**config.mk**
```make
export PLATFORM = sky130hd
export DESIGN_NAME = reset_source_and_startup_control
export DESIGN_NICKNAME = d
export VERILOG_FILES = /design/src/core/rst_pkg.sv /design/src/core/reset_source_and_startup_control.sv
export SDC_FILE = /design/constraint.sdc
export NUM_CORES = 1
export LEC_CHECK = 0
export ABC_CLOCK_PERIOD_IN_PS = 5900
export BUFFER_PORTS_ARGS = -buffer_cell sky130_fd_sc_hd__clkbuf_2
export CAP_MARGIN = 20
export CORE_UTILIZATION = 35
export DETAILED_ROUTE_END_ITERATION = 12
export PLACE_DENSITY_LB_ADDON = 0.2
export SYNTH_ARGS = -nofsm -noshare
export SYNTH_HDL_FRONTEND = slang
export SYNTH_SLANG_ARGS = --single-unit
```
**constraint.sdc**
```tcl
create_clock -name ref_clk -period 5.9 [get_ports ref_clk]
set_input_delay 0.59 -clock ref_clk [delete_from_list [all_inputs] [get_ports ref_clk]]
set_output_delay 0.59 -clock ref_clk [all_outputs]
set_load 0.01 [all_outputs]
```
**src/core/rst_pkg.sv**
```systemverilog
// reset source and start-up control: shared constants and carriers
// assumes a single 100 MHz ref_clk domain and an ahb-lite register port
package rst_pkg;
  localparam int CLK_MHZ = 100;
  localparam int STARTUP_DELAY_MS = 64;
  localparam int STARTUP_DELAY_CYCLES = STARTUP_DELAY_MS * 1000 * CLK_MHZ;
  localparam int PIN_RELEASE_CYCLES = 10;
  localparam int PIN_FILTER_CYCLES = 4;
  localparam logic [7:0] BROWNOUT_CONTROL_ADDR = 8'h00;
  localparam logic [7:0] POWER_CONTROL_ADDR = 8'h04;
  localparam logic [7:0] CORE_STATUS_ADDR = 8'h08;
  localparam logic [7:0] SLEEP_CONTROL_ADDR = 8'h0c;
  localparam int SW_EN_BIT = 7;
  localparam int FAST_START_BIT = 6;
  localparam int READY_BIT = 0;
  localparam int OVF_BIT = 7;
  localparam int UNF_BIT = 6;
  localparam int WDT_BIT = 4;
  localparam int PIN_BIT = 3;
  localparam int RI_BIT = 2;
  localparam int POR_BIT = 1;
  localparam int BOR_BIT = 0;
  localparam int EXP_BIT = 4;
  localparam int SLP_BIT = 3;
  localparam logic [1:0] MODE_SW = 2'b01;
  localparam logic [1:0] MODE_OFF = 2'b00;
  localparam logic [1:0] MODE_SLEEP_OFF = 2'b10;
  localparam logic [15:0] RESET_VECTOR = 16'h0000;
  localparam logic [15:0] IRQ_VECTOR = 16'h0004;
  localparam logic [7:0] PCON_POR_VAL = 8'h1c;

  typedef struct packed {
    logic [1:0] brownout_mode_cfg;
    logic low_power_brownout;
    logic external_pin_cfg_enable;
    logic low_voltage_program_cfg;
    logic stack_fault_reset_cfg;
    logic startup_delay_cfg_n;
    logic osc_startup_required;
  } cfg_s;

  typedef struct packed {
    logic power_on;
    logic prog_exit;
    logic brownout_low;
    logic lp_brownout_low;
    logic watchdog_timeout;
    logic reset_instr;
    logic stack_over;
    logic stack_under;
    logic irq_wake;
    logic sleeping;
    logic osc_ready;
  } event_s;

  typedef enum logic [1:0] {
    ST_HELD, ST_WAIT_PIN, ST_RELEASE, ST_RUN
  } seq_e;
endpackage : rst_pkg

```
**src/core/reset_source_and_startup_control.sv**
```systemverilog
// reset source and start-up control: combines reset sources, orders start-up,
// keeps sticky cause flags. assumes core events are single-cycle pulses on ref_clk.
//
// The register offsets and the AHB-Lite interface to the registers were left to the implementer.
`timescale 1ns/1ps
module reset_source_and_startup_control
  import rst_pkg::*;
#(
  parameter int STARTUP_CYCLES = STARTUP_DELAY_CYCLES
) (
  input wire logic ref_clk,
  input wire logic rst,
  input wire rst_pkg::cfg_s cfg,
  input wire rst_pkg::event_s ev,
  input wire logic global_irq_enable,
  input wire logic [15:0] pc,
  input wire logic external_reset_pin_in,
  output logic external_reset_pin_out,
  output logic external_reset_pin_oe,
  output logic pin_pullup_en,
  output logic gpio_in,
  output logic device_reset,
  output logic cpu_run,
  output logic [15:0] restart_addr,
  output logic bandgap_force_on,
  output logic brownout_enable,
  input wire logic brownout_circuit_active,
  input wire logic [31:0] haddr,
  input wire logic [1:0] htrans,
  input wire logic hwrite,
  input wire logic [2:0] hsize,
  input wire logic [31:0] hwdata,
  input wire logic hsel,
  input wire logic hready,
  output logic [31:0] hrdata,
  output logic hreadyout,
  output logic hresp
);
  import rst_pkg::*;

  // ************************************************************
  // elaboration checks
  // ************************************************************
  // counters below are sized for these ranges
  if (STARTUP_CYCLES < 1) begin : g_bad_startup
    $error("STARTUP_CYCLES must be at least 1");
  end
  if (PIN_FILTER_CYCLES < 2 || PIN_FILTER_CYCLES > 16) begin : g_bad_filter
    $error("PIN_FILTER_CYCLES must be 2 to 16");
  end
  if (PIN_RELEASE_CYCLES < 1 || PIN_RELEASE_CYCLES > 16) begin : g_bad_release
    $error("PIN_RELEASE_CYCLES must be 1 to 16");
  end

  // ************************************************************
  // register state
  // ************************************************************
  logic sw_brownout_enable;
  logic brownout_fast_start;
  logic stack_over_flag, stack_under_flag;
  logic watchdog_reset_flag_n, pin_reset_flag_n, soft_restart_flag_n;
  logic por_flag_n, brownout_flag_n;
  logic watchdog_expiry_n, sleep_entry_n;
  logic pullup_sw;

  // ************************************************************
  // brown-out control
  // ************************************************************
  always_comb begin
    // unlisted codes fall to always-on, the safe side
    case (cfg.brownout_mode_cfg)
      MODE_SW: brownout_enable = sw_brownout_enable;
      MODE_OFF: brownout_enable = 1'b0;
      MODE_SLEEP_OFF: brownout_enable = !ev.sleeping;
      default: brownout_enable = 1'b1;
    endcase
  end
  assign bandgap_force_on = brownout_fast_start &&
    (cfg.brownout_mode_cfg == MODE_SW || cfg.brownout_mode_cfg == MODE_SLEEP_OFF);

  // ************************************************************
  // brown-out detectors
  // ************************************************************
  logic lp_req, bor_req, bor_any;
  assign lp_req = cfg.low_power_brownout && ev.lp_brownout_low;
  assign bor_req = brownout_enable && ev.brownout_low;
  assign bor_any = bor_req || lp_req;

  // ************************************************************
  // external pin path
  // ************************************************************
  logic pin_en;
  assign pin_en = cfg.low_voltage_program_cfg || cfg.external_pin_cfg_enable;
  assign external_reset_pin_out = 1'b0;
  assign external_reset_pin_oe = 1'b0;
  assign pin_pullup_en = pin_en ? 1'b1 : pullup_sw;

  // three stages: only the settled second and third are compared
  logic [2:0] pin_sync;
  always_ff @(posedge ref_clk) begin
    if (rst) pin_sync <= 3'b111;
    else pin_sync <= {pin_sync[1:0], external_reset_pin_in};
  end
  assign gpio_in = pin_sync[2];

  // ************************************************************
  // pin noise filter
  // ************************************************************
  // filter: low must persist PIN_FILTER_CYCLES to count
  logic pin_low;
  logic [3:0] filt_cnt;
  always_ff @(posedge ref_clk) begin
    if (rst) begin
      filt_cnt <= '0;
      pin_low <= 1'b0;
    end else if (pin_sync[1] != pin_sync[2]) begin
      filt_cnt <= '0;
    end else if ((!pin_sync[2]) == pin_low) begin
      filt_cnt <= '0;
    end else if (filt_cnt == 4'(PIN_FILTER_CYCLES - 1)) begin
      filt_cnt <= '0;
      pin_low <= !pin_sync[2];
    end else begin
      filt_cnt <= filt_cnt + 4'h1;
    end
  end
  logic pin_hold;
  assign pin_hold = pin_en && pin_low;

  // ************************************************************
  // reset sources
  // ************************************************************
  logic por_ev, stk_ev, core_rst_ev, bor_prev, bor_rise, pin_prev, pin_ev;
  assign por_ev = ev.power_on || ev.prog_exit;
  assign stk_ev = cfg.stack_fault_reset_cfg && (ev.stack_over || ev.stack_under);
  // a time-out while sleeping is a wake, not a reset
  assign core_rst_ev = (ev.watchdog_timeout && !ev.sleeping) || ev.reset_instr
    || stk_ev;
  // edge detectors rest low, matching idle causes
  always_ff @(posedge ref_clk) begin
    if (rst) begin
      bor_prev <= 1'b0;
      pin_prev <= 1'b0;
    end else begin
      bor_prev <= bor_any;
      pin_prev <= pin_hold;
    end
  end
  assign bor_rise = bor_any && !bor_prev;
  assign pin_ev = pin_hold && !pin_prev;

  // ************************************************************
  // start-up sequencer
  // ************************************************************
  seq_e state;
  logic [31:0] delay_cnt;
  logic [3:0] rel_cnt;
  logic timers_done;
  // oscillator wait only where the clock source needs one
  assign timers_done = (delay_cnt == '0) &&
    (ev.osc_ready || !cfg.osc_startup_required);

  // delay counts independent of pin level
  always_ff @(posedge ref_clk) begin
    if (rst || por_ev || bor_any) begin
      delay_cnt <= cfg.startup_delay_cfg_n ? '0 : 32'(STARTUP_CYCLES);
    end else if (delay_cnt != '0) begin
      delay_cnt <= delay_cnt - 32'h1;
    end
  end

  always_ff @(posedge ref_clk) begin
    if (rst || por_ev || bor_any) begin
      state <= ST_HELD;
      rel_cnt <= '0;
    end else begin
      case (state)
        ST_HELD: begin
          if (timers_done) begin
            state <= pin_hold ? ST_WAIT_PIN : ST_RUN;
          end
        end
        ST_WAIT_PIN: begin
          if (!pin_hold) begin
            state <= ST_RELEASE;
            rel_cnt <= '0;
          end
        end
        ST_RELEASE: begin
          if (pin_hold) state <= ST_WAIT_PIN;
          else if (rel_cnt == 4'(PIN_RELEASE_CYCLES - 1)) state <= ST_RUN;
          else rel_cnt <= rel_cnt + 4'h1;
        end
        ST_RUN: begin
          if (pin_hold || core_rst_ev) state <= ST_WAIT_PIN;
        end
        default: state <= ST_HELD;
      endcase
    end
  end
  // reset asserts the same cycle the cause appears
  assign device_reset = (state != ST_RUN) ||
    por_ev ||
    bor_any ||
    pin_hold ||
    core_rst_ev;
  assign cpu_run = !device_reset;

  // ************************************************************
  // restart address
  // ************************************************************
  // wakes resume at pc+1, an irq wake with global_irq_enable at IRQ_VECTOR; any reset goes to the vector
  always_ff @(posedge ref_clk) begin
    if (rst) begin
      restart_addr <= RESET_VECTOR;
    end else if (por_ev || bor_any || pin_ev || core_rst_ev) begin
      restart_addr <= RESET_VECTOR;
    end else if (ev.irq_wake) begin
      restart_addr <= global_irq_enable ? IRQ_VECTOR : pc + 16'h1;
    end else if (ev.watchdog_timeout && ev.sleeping) begin
      restart_addr <= pc + 16'h1;
    end
  end

  // ************************************************************
  // cause flags; hardware events win over software writes
  // ************************************************************
  logic wr_pend;
  logic [7:0] wr_addr;
  logic bus_wr;
  always_ff @(posedge ref_clk) begin
    if (rst) begin
      wr_pend <= 1'b0;
      wr_addr <= '0;
    end else if (hready) begin
      wr_pend <= hsel && htrans[1] && hwrite;
      wr_addr <= haddr[7:0];
    end
  end
  assign bus_wr = wr_pend;


  // ************************************************************
  // flag update; set events override the write below
  // ************************************************************
  logic wdt_rst, wdt_wake;
  assign wdt_rst = ev.watchdog_timeout && !ev.sleeping;
  assign wdt_wake = ev.watchdog_timeout && ev.sleeping;

  always_ff @(posedge ref_clk) begin
    if (rst || por_ev) begin
      {stack_over_flag, stack_under_flag} <= 2'b00;
      {watchdog_reset_flag_n, pin_reset_flag_n, soft_restart_flag_n} <= 3'b111;
      por_flag_n <= 1'b0;
      brownout_flag_n <= 1'b0;
      watchdog_expiry_n <= 1'b1;
      sleep_entry_n <= 1'b1;
    end else if (bor_rise) begin
      {stack_over_flag, stack_under_flag} <= 2'b00;
      pin_reset_flag_n <= 1'b1;
      soft_restart_flag_n <= 1'b1;
      brownout_flag_n <= 1'b0;
      watchdog_expiry_n <= 1'b1;
      sleep_entry_n <= 1'b1;
    end else begin
      if (bus_wr && wr_addr == POWER_CONTROL_ADDR) begin
        stack_over_flag <= hwdata[OVF_BIT];
        stack_under_flag <= hwdata[UNF_BIT];
        watchdog_reset_flag_n <= hwdata[WDT_BIT];
        pin_reset_flag_n <= hwdata[PIN_BIT];
        soft_restart_flag_n <= hwdata[RI_BIT];
        por_flag_n <= hwdata[POR_BIT];
        brownout_flag_n <= hwdata[BOR_BIT];
      end
      if (bus_wr && wr_addr == CORE_STATUS_ADDR) begin
        watchdog_expiry_n <= hwdata[EXP_BIT];
        sleep_entry_n <= hwdata[SLP_BIT];
      end
      if (pin_ev) begin
        pin_reset_flag_n <= 1'b0;
        if (ev.sleeping) begin
          watchdog_expiry_n <= 1'b1;
          sleep_entry_n <= 1'b0;
        end
      end
      if (wdt_rst) begin
        watchdog_reset_flag_n <= 1'b0;
        watchdog_expiry_n <= 1'b0;
      end
      if (wdt_wake) begin
        watchdog_expiry_n <= 1'b0;
        sleep_entry_n <= 1'b0;
      end
      if (ev.irq_wake) begin
        watchdog_expiry_n <= 1'b1;
        sleep_entry_n <= 1'b0;
      end
      if (ev.reset_instr) soft_restart_flag_n <= 1'b0;
      if (cfg.stack_fault_reset_cfg && ev.stack_over) stack_over_flag <= 1'b1;
      if (cfg.stack_fault_reset_cfg && ev.stack_under) stack_under_flag <= 1'b1;
    end
  end

  // brown-out control and pull-up survive non-power resets
  always_ff @(posedge ref_clk) begin
    if (rst || por_ev || bor_rise) begin
      sw_brownout_enable <= 1'b1;
      brownout_fast_start <= 1'b0;
      pullup_sw <= 1'b0;
    end else if (bus_wr && wr_addr == BROWNOUT_CONTROL_ADDR) begin
      sw_brownout_enable <= hwdata[SW_EN_BIT];
      brownout_fast_start <= hwdata[FAST_START_BIT];
    end else if (bus_wr && wr_addr == SLEEP_CONTROL_ADDR) begin
      pullup_sw <= hwdata[0];
    end
  end

  // ************************************************************
  // ahb-lite read path, zero wait states
  // ************************************************************
  logic [31:0] rd_word;
  always_comb begin
    rd_word = '0;
    case (haddr[7:0])
      BROWNOUT_CONTROL_ADDR: begin
        rd_word[SW_EN_BIT] = sw_brownout_enable;
        rd_word[FAST_START_BIT] = brownout_fast_start;
        rd_word[READY_BIT] = brownout_circuit_active;
      end
      POWER_CONTROL_ADDR: begin
        rd_word[OVF_BIT] = stack_over_flag;
        rd_word[UNF_BIT] = stack_under_flag;
        rd_word[WDT_BIT] = watchdog_reset_flag_n;
        rd_word[PIN_BIT] = pin_reset_flag_n;
        rd_word[RI_BIT] = soft_restart_flag_n;
        rd_word[POR_BIT] = por_flag_n;
        rd_word[BOR_BIT] = brownout_flag_n;
      end
      CORE_STATUS_ADDR: begin
        rd_word[EXP_BIT] = watchdog_expiry_n;
        rd_word[SLP_BIT] = sleep_entry_n;
      end
      SLEEP_CONTROL_ADDR: rd_word[0] = pullup_sw;
      default: rd_word = '0;
    endcase
  end
  always_ff @(posedge ref_clk) begin
    if (rst) hrdata <= '0;
    else if (hready && hsel && htrans[1] && !hwrite) hrdata <= rd_word;
  end
  assign hreadyout = 1'b1;
  assign hresp = 1'b0;
endmodule : reset_source_and_startup_control

```
==> results of run 1 <==
[path summary, 6_finish.rpt]
| path | startpoint | end | slack [ns] | cells after the start |
|---|---|---|---|---|
| setup reg to reg | delay_cnt[0]$_SDFFCE_PP0P_ | delay_cnt[0]$_SDFFCE_PP0P_ | 2.98 | 7 |
| hold / removal | pin_sync[0]$_SDFF_PP1_ | pin_sync[1]$_SDFF_PP1_ | 0.42 | 1 |
| hold reg to reg | pin_sync[0]$_SDFF_PP1_ | pin_sync[1]$_SDFF_PP1_ | 0.42 | 1 |
| setup / recovery | cfg[7] | cpu_run | 2.83 | 8 |
[synthesized netlist by cell type, drive strengths merged (7+ instances only)]
library cell	n	area share, %
dfxtp	60	24
nor2	48	3.5
nand2	39	2.9
a21oi	38	3.8
edfxtp	32	19
buf	30	4.5
nand3	22	2.2
or4	20	3.1
nor3	19	2.0
clkbuf	18	1.3
a31oi	17	2.1
mux2i	17	3.4
o31ai	17	2.6
o21ai	16	1.6
inv	15	1.1
nor4	14	2.0
or2	11	1.4
or3	11	1.4
xnor2	10	1.7
nand4	9	1.2
ha	8	2.0
nand3b	7	1.0
[flip-flops by register name, indices dropped and copies added (netlist names), 2 cells and up]
register,flops
restart_addr,16
pin_sync,3
hrdata,7
wr_addr,8
filt_cnt,4
delay_cnt,32
rel_cnt,4
state,2
[kinds of logic (layout without fill, tap and decap cells)]
group,count (synthesis),in the layout
other,2,29
adder cells (fa/ha/maj),8,8
XOR/XNOR,15,15
AO/OA/AOI/OAI,122,122
AND/OR/NAND/NOR,234,234
multiplexers,21,21
flip-flops,92,92
buffers and inverters,63,122
[metrics by stage]
stage / hold slack [ns] / cells / worst slack, ns
after floorplan: 0.389 / 584 / 3.14
after global placement: 0.392 / 806 / 2.28
after detailed placement: 0.405 / 806 / 2.29
after CTS: 0.414 / 822 / 2.65
after global routing: 0.421 / 823 / 2.64
final: 0.418 / 823 / 2.83
[cells in the final DEF, fill, tap and decap left out, types with 7 or more instances in the layout]
master / n
clkbuf_2: 87
ha_1: 8
a21oi_1: 37
xnor2_1: 10
nor4_1: 13
mux2i_1: 17
or2_2: 9
dfxtp_1: 60
nand3_1: 22
o31ai_1: 16
conb_1: 29
nand3b_1: 7
inv_1: 15
or4_1: 18
nor3_1: 18
nand2_1: 39
o21ai_0: 15
nand4_1: 8
edfxtp_1: 32
or3_1: 11
clkbuf_16: 10
a31oi_1: 17
nor2_1: 48
[per-layer routing]
| metal | share of wire [%] | up-vias | GRT usage (%) | routed length [um] |
|---|---|---|---|---|
| li1 | - | 2186 | - | - |
| met1 | 48 | 2059 | 21.8 | 5680 |
| met2 | 44 | 106 | 24.9 | 5210 |
| met3 | 4.9 | 17 | 3.53 | 572 |
| met4 | 2.8 | 0 | 8.61 | 326 |
| met5 | 0 | - | 0 | 0 |
[power breakdown]
part           switching, W  internal [W]  leakage [nW]  total (W)
clock network      0.000251      0.000325         0.144   0.000575
registers         0.0000120      0.000666         0.868   0.000678
logic             0.0000993     0.0000627          1.23   0.000162
total              0.000362       0.00105          2.24    0.00142
[final cells by class]
class,instances,area [um^2],share of cell area (%)
Clock buffer,12,268,4.56
Clock inverter,4,30.0,0.511
Inverter,15,56.3,0.958
Multi-Input combinational cell,429,2660,45.3
Sequential cell,92,2160,36.8
Tap cell,180,225,3.83
Timing Repair Buffer,91,473,8.05
==> run metrics, run 1 <==
outcome finished, final reports clean; worst-path fanout max 10; # port buffers between 80 and 90; skew final 0.00832 ns; YS warnings 0; post-synthesis simple-gate area fraction around a quarter; Post-DP HPWL around 8.5 mm; Synth Area in XOR/XNOR 2.59%; final instance area about 5900 um^2; share of post-route cells with drive strength above 1 between 20% and 30%; crit-path max cell delay approximately 0.6 ns; Max VDD drop about 0.12 mV; setup TNS 0 ns; die width approximately 120 um; first-pass GRT wire length 19.3 mm; routed wire length 11.8 mm; Critical Path, Cell by Cell clkbuf_2 > inv_1 > ha_1 > and2_1 > o31ai_2 > a21boi_0 > and4_1 > clkbuf_2; ANT cells 0; worst path arrival time approximately 2.5 ns; DR vias 4368; Placement Cell Area around 5600 um^2; Routed wire per std cell 14.3 um; sequential share of the synthesized area a little over two fifths; endpoint type of the worst setup path output port; period utilization between 50% and 60%; initial antenna violation count 0; Final #Nets 758; Power, Total approximately 0.0014 W; FP Rows 43; core area between 10000 and 15000 um^2; number of global-route vias before repair 3951; Pleak between 2 and 2.5 nW; most frequent CP cell clkbuf_2; initial drt markers approximately 160; # DRC 0; I/O pin count between 150 and 200; drt pass-1 iters 4; Required @ worst endpoint about 5.3 ns; Max Buffers Root-to-Sink 2; Root Buffer clkbuf_16; Final Hold Viols 0; Worst slew margin roughly 43%; Post-Syn Instances 557; crit start category input pin; Die Ht 122 um; unrepaired setup endpoints after global routing no; H-tree depth 3; CTS clk-pin slew, worst paths approximately 0.060 ns; Crit Path Category in -> out; synthesized flop and latch total between 90 and 100; GRT overflow 0; Layout area overhead 15.8%; min cycle time layout between 3 and 4 ns; Post-CTS Setup Bufs 0; Initial Util a little over a third; fillers 1392; Slowest cell on crit path o31ai_2; # setup viols final 0; pwr dens about 240 nW/um^2; fmax between 300 and 400 MHz; main combinational cell family by area after synthesis simple AND/OR/NAND/NOR gates; die area 15000 um^2; Synth Area in Adders ~2.0%; Max-Cap Viols 0; Slew Viols, Final 0; ANT nets after route 0; via/cell ratio 5.31; Mapped Area a little over 5000 um^2; CTS tree built; Syn Area/Cell 9.12 um^2; mux cell area share after synthesis 4.24%; Distinct cells, synth 64; HP Class reg -> reg; post-CTS sizing 0; Post-synth EDFFs 32; CP top delay family compound AO/OA/AOI/OAI gates; fraction of registers with async set/reset 0%; clk sink count 92; RePlAce Congestion 0.788; largest net degree at the start of global routing 33; clock latency reported for the late side of the worst-skew pair between 0.3 and 0.4 ns; complex-gate fraction of the synthesized area 15.5%; Slew @ Worst Pin approximately 0.84 ns; final core area utilization a little over two fifths; top_reg_cell synth dfxtp_1; CP Buf/Inv Count 3; CTS Buf Count 9; hold buffer count at cts 0; total track usage 16.4%
(Power assumes the default switching activity.)
==> run 2: changes to the inputs <==
Settings changed: ABC_CLOCK_PERIOD_IN_PS 5900 to 2800.
Clock period 5.9 ns to 2.8 ns, I/O delays scaled along.
==> run 2 against run 1 <==
Effect of this change:
- final cell count up 1.6%
- highest routed layer unchanged
- largest power group unchanged
- clock-buffer cell count unchanged
- via count up 0.16%
- largest cell class unchanged
==> run metrics, run 2 (same netlist as run 1, synthesis figures left out) <==
outcome finished, final reports clean; ANT cells 0; Slowest cell on crit path or4_4; CTS clk-pin slew, worst paths about 0.060 ns; setup slack after layout slightly below 0.4 ns; CTS Buf Count 9; Final #Nets between 700 and 800; # DRC 0; Biggest register delay_cnt; Setup crit start delay_cnt[13]$_DFFE_PP_; worst setup path endpoint delay_cnt[30]$_SDFFCE_PP0P_; pwr dens roughly 500 nW/um^2; Worst R2R Path Depth 5; Max-Cap Viols 0; total track usage ~17%; post-CTS sizing 0; skew final about 0.0042 ns; DR vias approximately 4400; H-tree depth 3; Slew @ Worst Pin between 0.7 and 0.8 ns; clock latency reported for the late side of the worst-skew pair 0.34 ns; unrepaired setup endpoints after global routing no; Worst slew margin around half; # port buffers 87; endpoint type of the worst setup path flop; HP Class in -> reg; Final Hold Viols 0; Required @ worst endpoint about 2.9 ns; initial drt markers between 200 and 250; P_sw 0.000746 W; commonest cells after routing, fill and taps aside clkbuf_2, dfxtp_1, nor2_1; worst-path fanout max 32; I/O pin count 170; Routed wire per std cell 14.2 um; die area 15000 um^2; Pleak around 2.3 nW; hold buffer count at cts 0; max reg flops 32; Crit Path Category reg -> reg; CTS tree built; FP Rows between 40 and 50; reg2reg start delay_cnt[13]$_DFFE_PP_; ANT nets after route 0; fmax 415 MHz; Max Buffers Root-to-Sink 2; largest net degree at the start of global routing 33; routed wire length about 12 mm; Layout area overhead 17.4%; Reg2Reg Setup Slack just under 0.4 ns; via/cell ratio about 5.2; min cycle time layout 2.41 ns; r2r endpoint delay_cnt[30]$_SDFFCE_PP0P_; RePlAce Congestion about 0.78; dpl ws around 0.41 ns; Post-CTS Setup Bufs 0; initial antenna violation count 0; setup TNS 0 ns; Max VDD drop 0.205 mV; Slew Viols, Final 0; die width about 120 um; share of post-route cells with drive strength above 1 21.8%; GRT overflow 0; Initial Util 36.2%; Inst Count DP 820; Regs by FF count delay_cnt: 32 flops, restart_addr: 16 flops, wr_addr: 8 flops; Post-DP HPWL 8.68 mm; crit-path max cell delay ~0.60 ns; # setup viols final 0; period utilization approximately 86%; Clk pwr share roughly two fifths; Final Non-Filler Cells between 800 and 900; Root Buffer clkbuf_16; Critical Path, Cell by Cell nor4_1 > nand3_1 > or4_4 > or2_1 > buf_12; sequential share of power just under 50%; combinational power share around 12%; crit start category flop; number of global-route vias before repair between 4000 and 5000; Net Sw Frac between 20% and 30%; worst path arrival time ~2.5 ns; drt pass-1 iters 4; core area between 10000 and 15000 um^2; commonest non-fill, non-tap cell in the layout clkbuf_2; Internal Power between 0.002 and 0.0025 W; Die Ht ~120 um; clk sink count a little over 90; final core area utilization a little over two fifths; first-pass GRT wire length ~20 mm
==> run 2: changes by cell type in the layout (fill, tap and decap cells not counted), sizes merged <==
cell and change:
buf +13, clkinv +1, clkinvlp -1
==> run 2: layer usage <==
metal	global-route usage, %	share of wire, %	vias to the layer above
met3	3.07	4.6	18
met1	21.6	47	2022
li1	-	-	2225
met2	26.2	46	110
met5	0	0	-
met4	8.46	2.5	0
==> run 2: worst min-delay path by stage <==
| stage | startpoint | to | cells past startpoint |
|---|---|---|---|
| 2_1_floorplan | external_reset_pin_in | pin_sync[0]$_SDFF_PP1_ | 1 |
| 3_3_place_gp | pin_sync[0]$_SDFF_PP1_ | pin_sync[1]$_SDFF_PP1_ | 1 |
| 3_5_place_dp | pin_sync[0]$_SDFF_PP1_ | pin_sync[1]$_SDFF_PP1_ | 1 |
| 4_1_cts | external_reset_pin_in | pin_sync[0]$_SDFF_PP1_ | 2 |
| 5_1_grt | external_reset_pin_in | pin_sync[0]$_SDFF_PP1_ | 2 |
| 6_report | external_reset_pin_in | pin_sync[0]$_SDFF_PP1_ | 2 |
==> run 2: critical path, delay by kind of cell (launching register included) <==
kind / cells / cell delay (ns)
DFF: 1 / 0.43
buffers and inverters: 1 / 0.18
and+or+nand+nor: 4 / 1.52
==> run 2: power by group through the flow <==
stage | combinational (W) | clock [W] | sequential [W]
6_report | 0.000360 | 0.00116 | 0.00143
5_1_grt | 0.000407 | 0.00125 | 0.00143
4_1_cts | 0.000362 | 0.00120 | 0.00143
3_5_place_dp | 0.000360 | 0 | 0.00146
3_3_place_gp | 0.000354 | 0 | 0.00146
2_1_floorplan | 0.000263 | 0 | 0.00145
==> run 2: layout make-up <==
cell class,count,area [um^2]
sequential,92,2160
inverter,15,56.3
clock inverter,4,21.3
fill,1383,8080
clock buffer,12,258
multi-input combinational,429,2660
timing repair buffer,104,576
tap,180,225
==> run 2: through the flow <==
stage | area, um^2 | hold slack, ns | total power [W]
2_1_floorplan | 5180 | 0.384 | 0.00171
3_3_place_gp | 5680 | 0.397 | 0.00181
3_5_place_dp | 5680 | 0.394 | 0.00182
4_1_cts | 5960 | 0.102 | 0.00299
5_1_grt | 5960 | 0.105 | 0.00309
6_report | 5960 | 0.116 | 0.00295
==> run 3: changes to the inputs <==
==> constraint.sdc (replaced) <==
create_clock -name ref_clk -period 2.8 [get_ports ref_clk]
set_input_delay 0.14 -clock ref_clk [delete_from_list [all_inputs] [get_ports ref_clk]]
set_output_delay 0.14 -clock ref_clk [all_outputs]
set_load 0.01 [all_outputs]
==> run 3 against run 2 <==
Effect of this change:
- wire length hardly changed
- clock power rose by 5%
- sequential power hardly changed
- critical path depth increased by 2
- die area stayed put
- sequential cell count did not move
- setup slack improved by 0.014 ns
- sequential share of layout area fell by 0.20 points
- clock-buffer cell count decreased by 1
- largest cell class unchanged
==> run metrics, run 3 (same netlist as run 1, synthesis figures left out) <==
outcome finished, final reports clean; HP Class in -> reg; die area 15000 um^2; Final #Nets 773; die width 122 um; Max Buffers Root-to-Sink 2; I/O pin count 170; Slew @ Worst Pin approximately 0.76 ns; # setup viols final 0; number of global-route vias before repair between 4000 and 5000; Slowest cell on crit path or4_4; initial drt markers between 150 and 200; endpoint type of the worst setup path flop; setup TNS 0 ns; core area about 14000 um^2; Routed wire per std cell around 14 um; total track usage between 10% and 20%; fillers around 1400; Max VDD drop approximately 0.24 mV; Post-DP HPWL slightly below 9 mm; period utilization 85.5%; DR vias about 4400; Required @ worst endpoint between 2 and 3 ns; clk sink count slightly above 90; Critical Path, Cell by Cell inv_1 > ha_1 > nor4b_2 > nand2_1 > or4_4 > or2_1 > buf_12; met1 WL ~5.7 mm; Inst Count DP 821; wire length on met2 5.38 mm; dpl ws 0.393 ns; skew final roughly 0.0048 ns; max reg flops 32; commonest cells after routing, fill and taps aside clkbuf_2, dfxtp_1, nor2_1; routed wire length roughly 12 mm; Pleak 2.32 nW; ANT cells 0; setup slack after layout 0.406 ns; Die Ht approximately 120 um; top routing layer in use met4; Biggest register delay_cnt; FP Rows 43; via/cell ratio between 5 and 6; Final Hold Viols 0; storage element area approximately 2200 um^2; CTS clk-pin slew, worst paths roughly 0.070 ns; pwr dens between 500 and 600 nW/um^2; initial antenna violation count 0; Max-Cap Viols 0; drt pass-1 iters 5; Initial Util a little over a third; commonest non-fill, non-tap cell in the layout clkbuf_2; Post-CTS Setup Bufs 0; CTS Buf Count 9; crit start category flop; first-pass GRT wire length slightly below 20 mm; ANT nets after route 0; H-tree depth 3; # port buffers 87; clock latency reported for the late side of the worst-skew pair approximately 0.35 ns; post-CTS sizing 0; share of post-route cells with drive strength above 1 22.0%; worst-path fanout max 32; Slew Viols, Final 0; min cycle time layout about 2.4 ns; Regs by FF count delay_cnt: 32 flops, restart_addr: 16 flops, wr_addr: 8 flops; unrepaired setup endpoints after global routing no; crit-path max cell delay between 0.5 and 0.6 ns; Root Buffer clkbuf_16; met3 wire len about 530 um; Final Non-Filler Cells around 840; worst path arrival time ~2.5 ns; # DRC 0; fmax 418 MHz; Crit Path Category reg -> reg; Layout area overhead 18.1%; largest net degree at the start of global routing 33; RePlAce Congestion 0.782; GRT overflow 0; CTS tree built; multi-input logic area ~2700 um^2; Worst slew margin slightly below 50%
-- run 3: worst paths after layout --
path / start / to / depth (start not counted) / slack, ns
max reg2reg: delay_cnt[0]$_SDFFCE_PP0P_ / delay_cnt[14]$_SDFFCE_PP0P_ / 7 / 0.41
min: ev[5] / soft_restart_flag_n$_SDFFE_PP1P_ / 2 / 0.01
max: delay_cnt[0]$_SDFFCE_PP0P_ / delay_cnt[14]$_SDFFCE_PP0P_ / 7 / 0.41
min reg2reg: pin_sync[0]$_SDFF_PP1_ / pin_sync[1]$_SDFF_PP1_ / 1 / 0.42
-- run 3: critical path: cells and delay by family, from the launching register on --
kind	cells	cell delay, ns
buffers and inverters	2	0.27
adder cells (fa/ha/maj)	1	0.21
AND/OR/NAND/NOR	4	1.22
flip-flops	1	0.42
-- run 3: timing repair --
| item | 4_1_cts | 5_1_grt |
|---|---|---|
| hold buffers | 1 | 0 |
| endpoints found under the hold margin | 1 | 0 |
| setup endpoints to repair | 0 | 0 |
-- run 3: per-layer routing --
| metal | up-vias | track usage, % |
|---|---|---|
| met1 | 2050 | 21.6 |
| met5 | - | 0 |
| met2 | 95 | 25.9 |
| met4 | 0 | 6.78 |
| met3 | 14 | 3.44 |
| li1 | 2228 | - |
-- run 3: per-stage QoR --
stage | utilization [%] | cell area (um^2) | hold WS [ns] | total power, W
global placement | 40.5 | 5690 | 0.325 | 0.00181
finish | 42.7 | 5990 | 0.0135 | 0.00301
global route | 42.7 | 5990 | 0.0335 | 0.00314
detailed placement | 40.5 | 5690 | 0.327 | 0.00182
floorplan | - | 5180 | 0.244 | 0.00171
CTS | 42.7 | 5990 | 0.000690 | 0.00303
-- run 3: where the power goes --
group | switching [W] | internal, W
Clock | 0.000548 | 0.000667
Sequential | 0.0000251 | 0.00140
Combinational | 0.000214 | 0.000150
Total | 0.000787 | 0.00222
-- run 3: layout make-up --
type                    instances  share of cell area (%)
repair buffers                106                    9.89
well taps                     180                    3.76
flip-flops and latches         92                    36.1
clock buffers                  11                    4.24
inverters                      15                   0.939
multi-input cells             429                    44.4
clock inverters                 5                   0.668
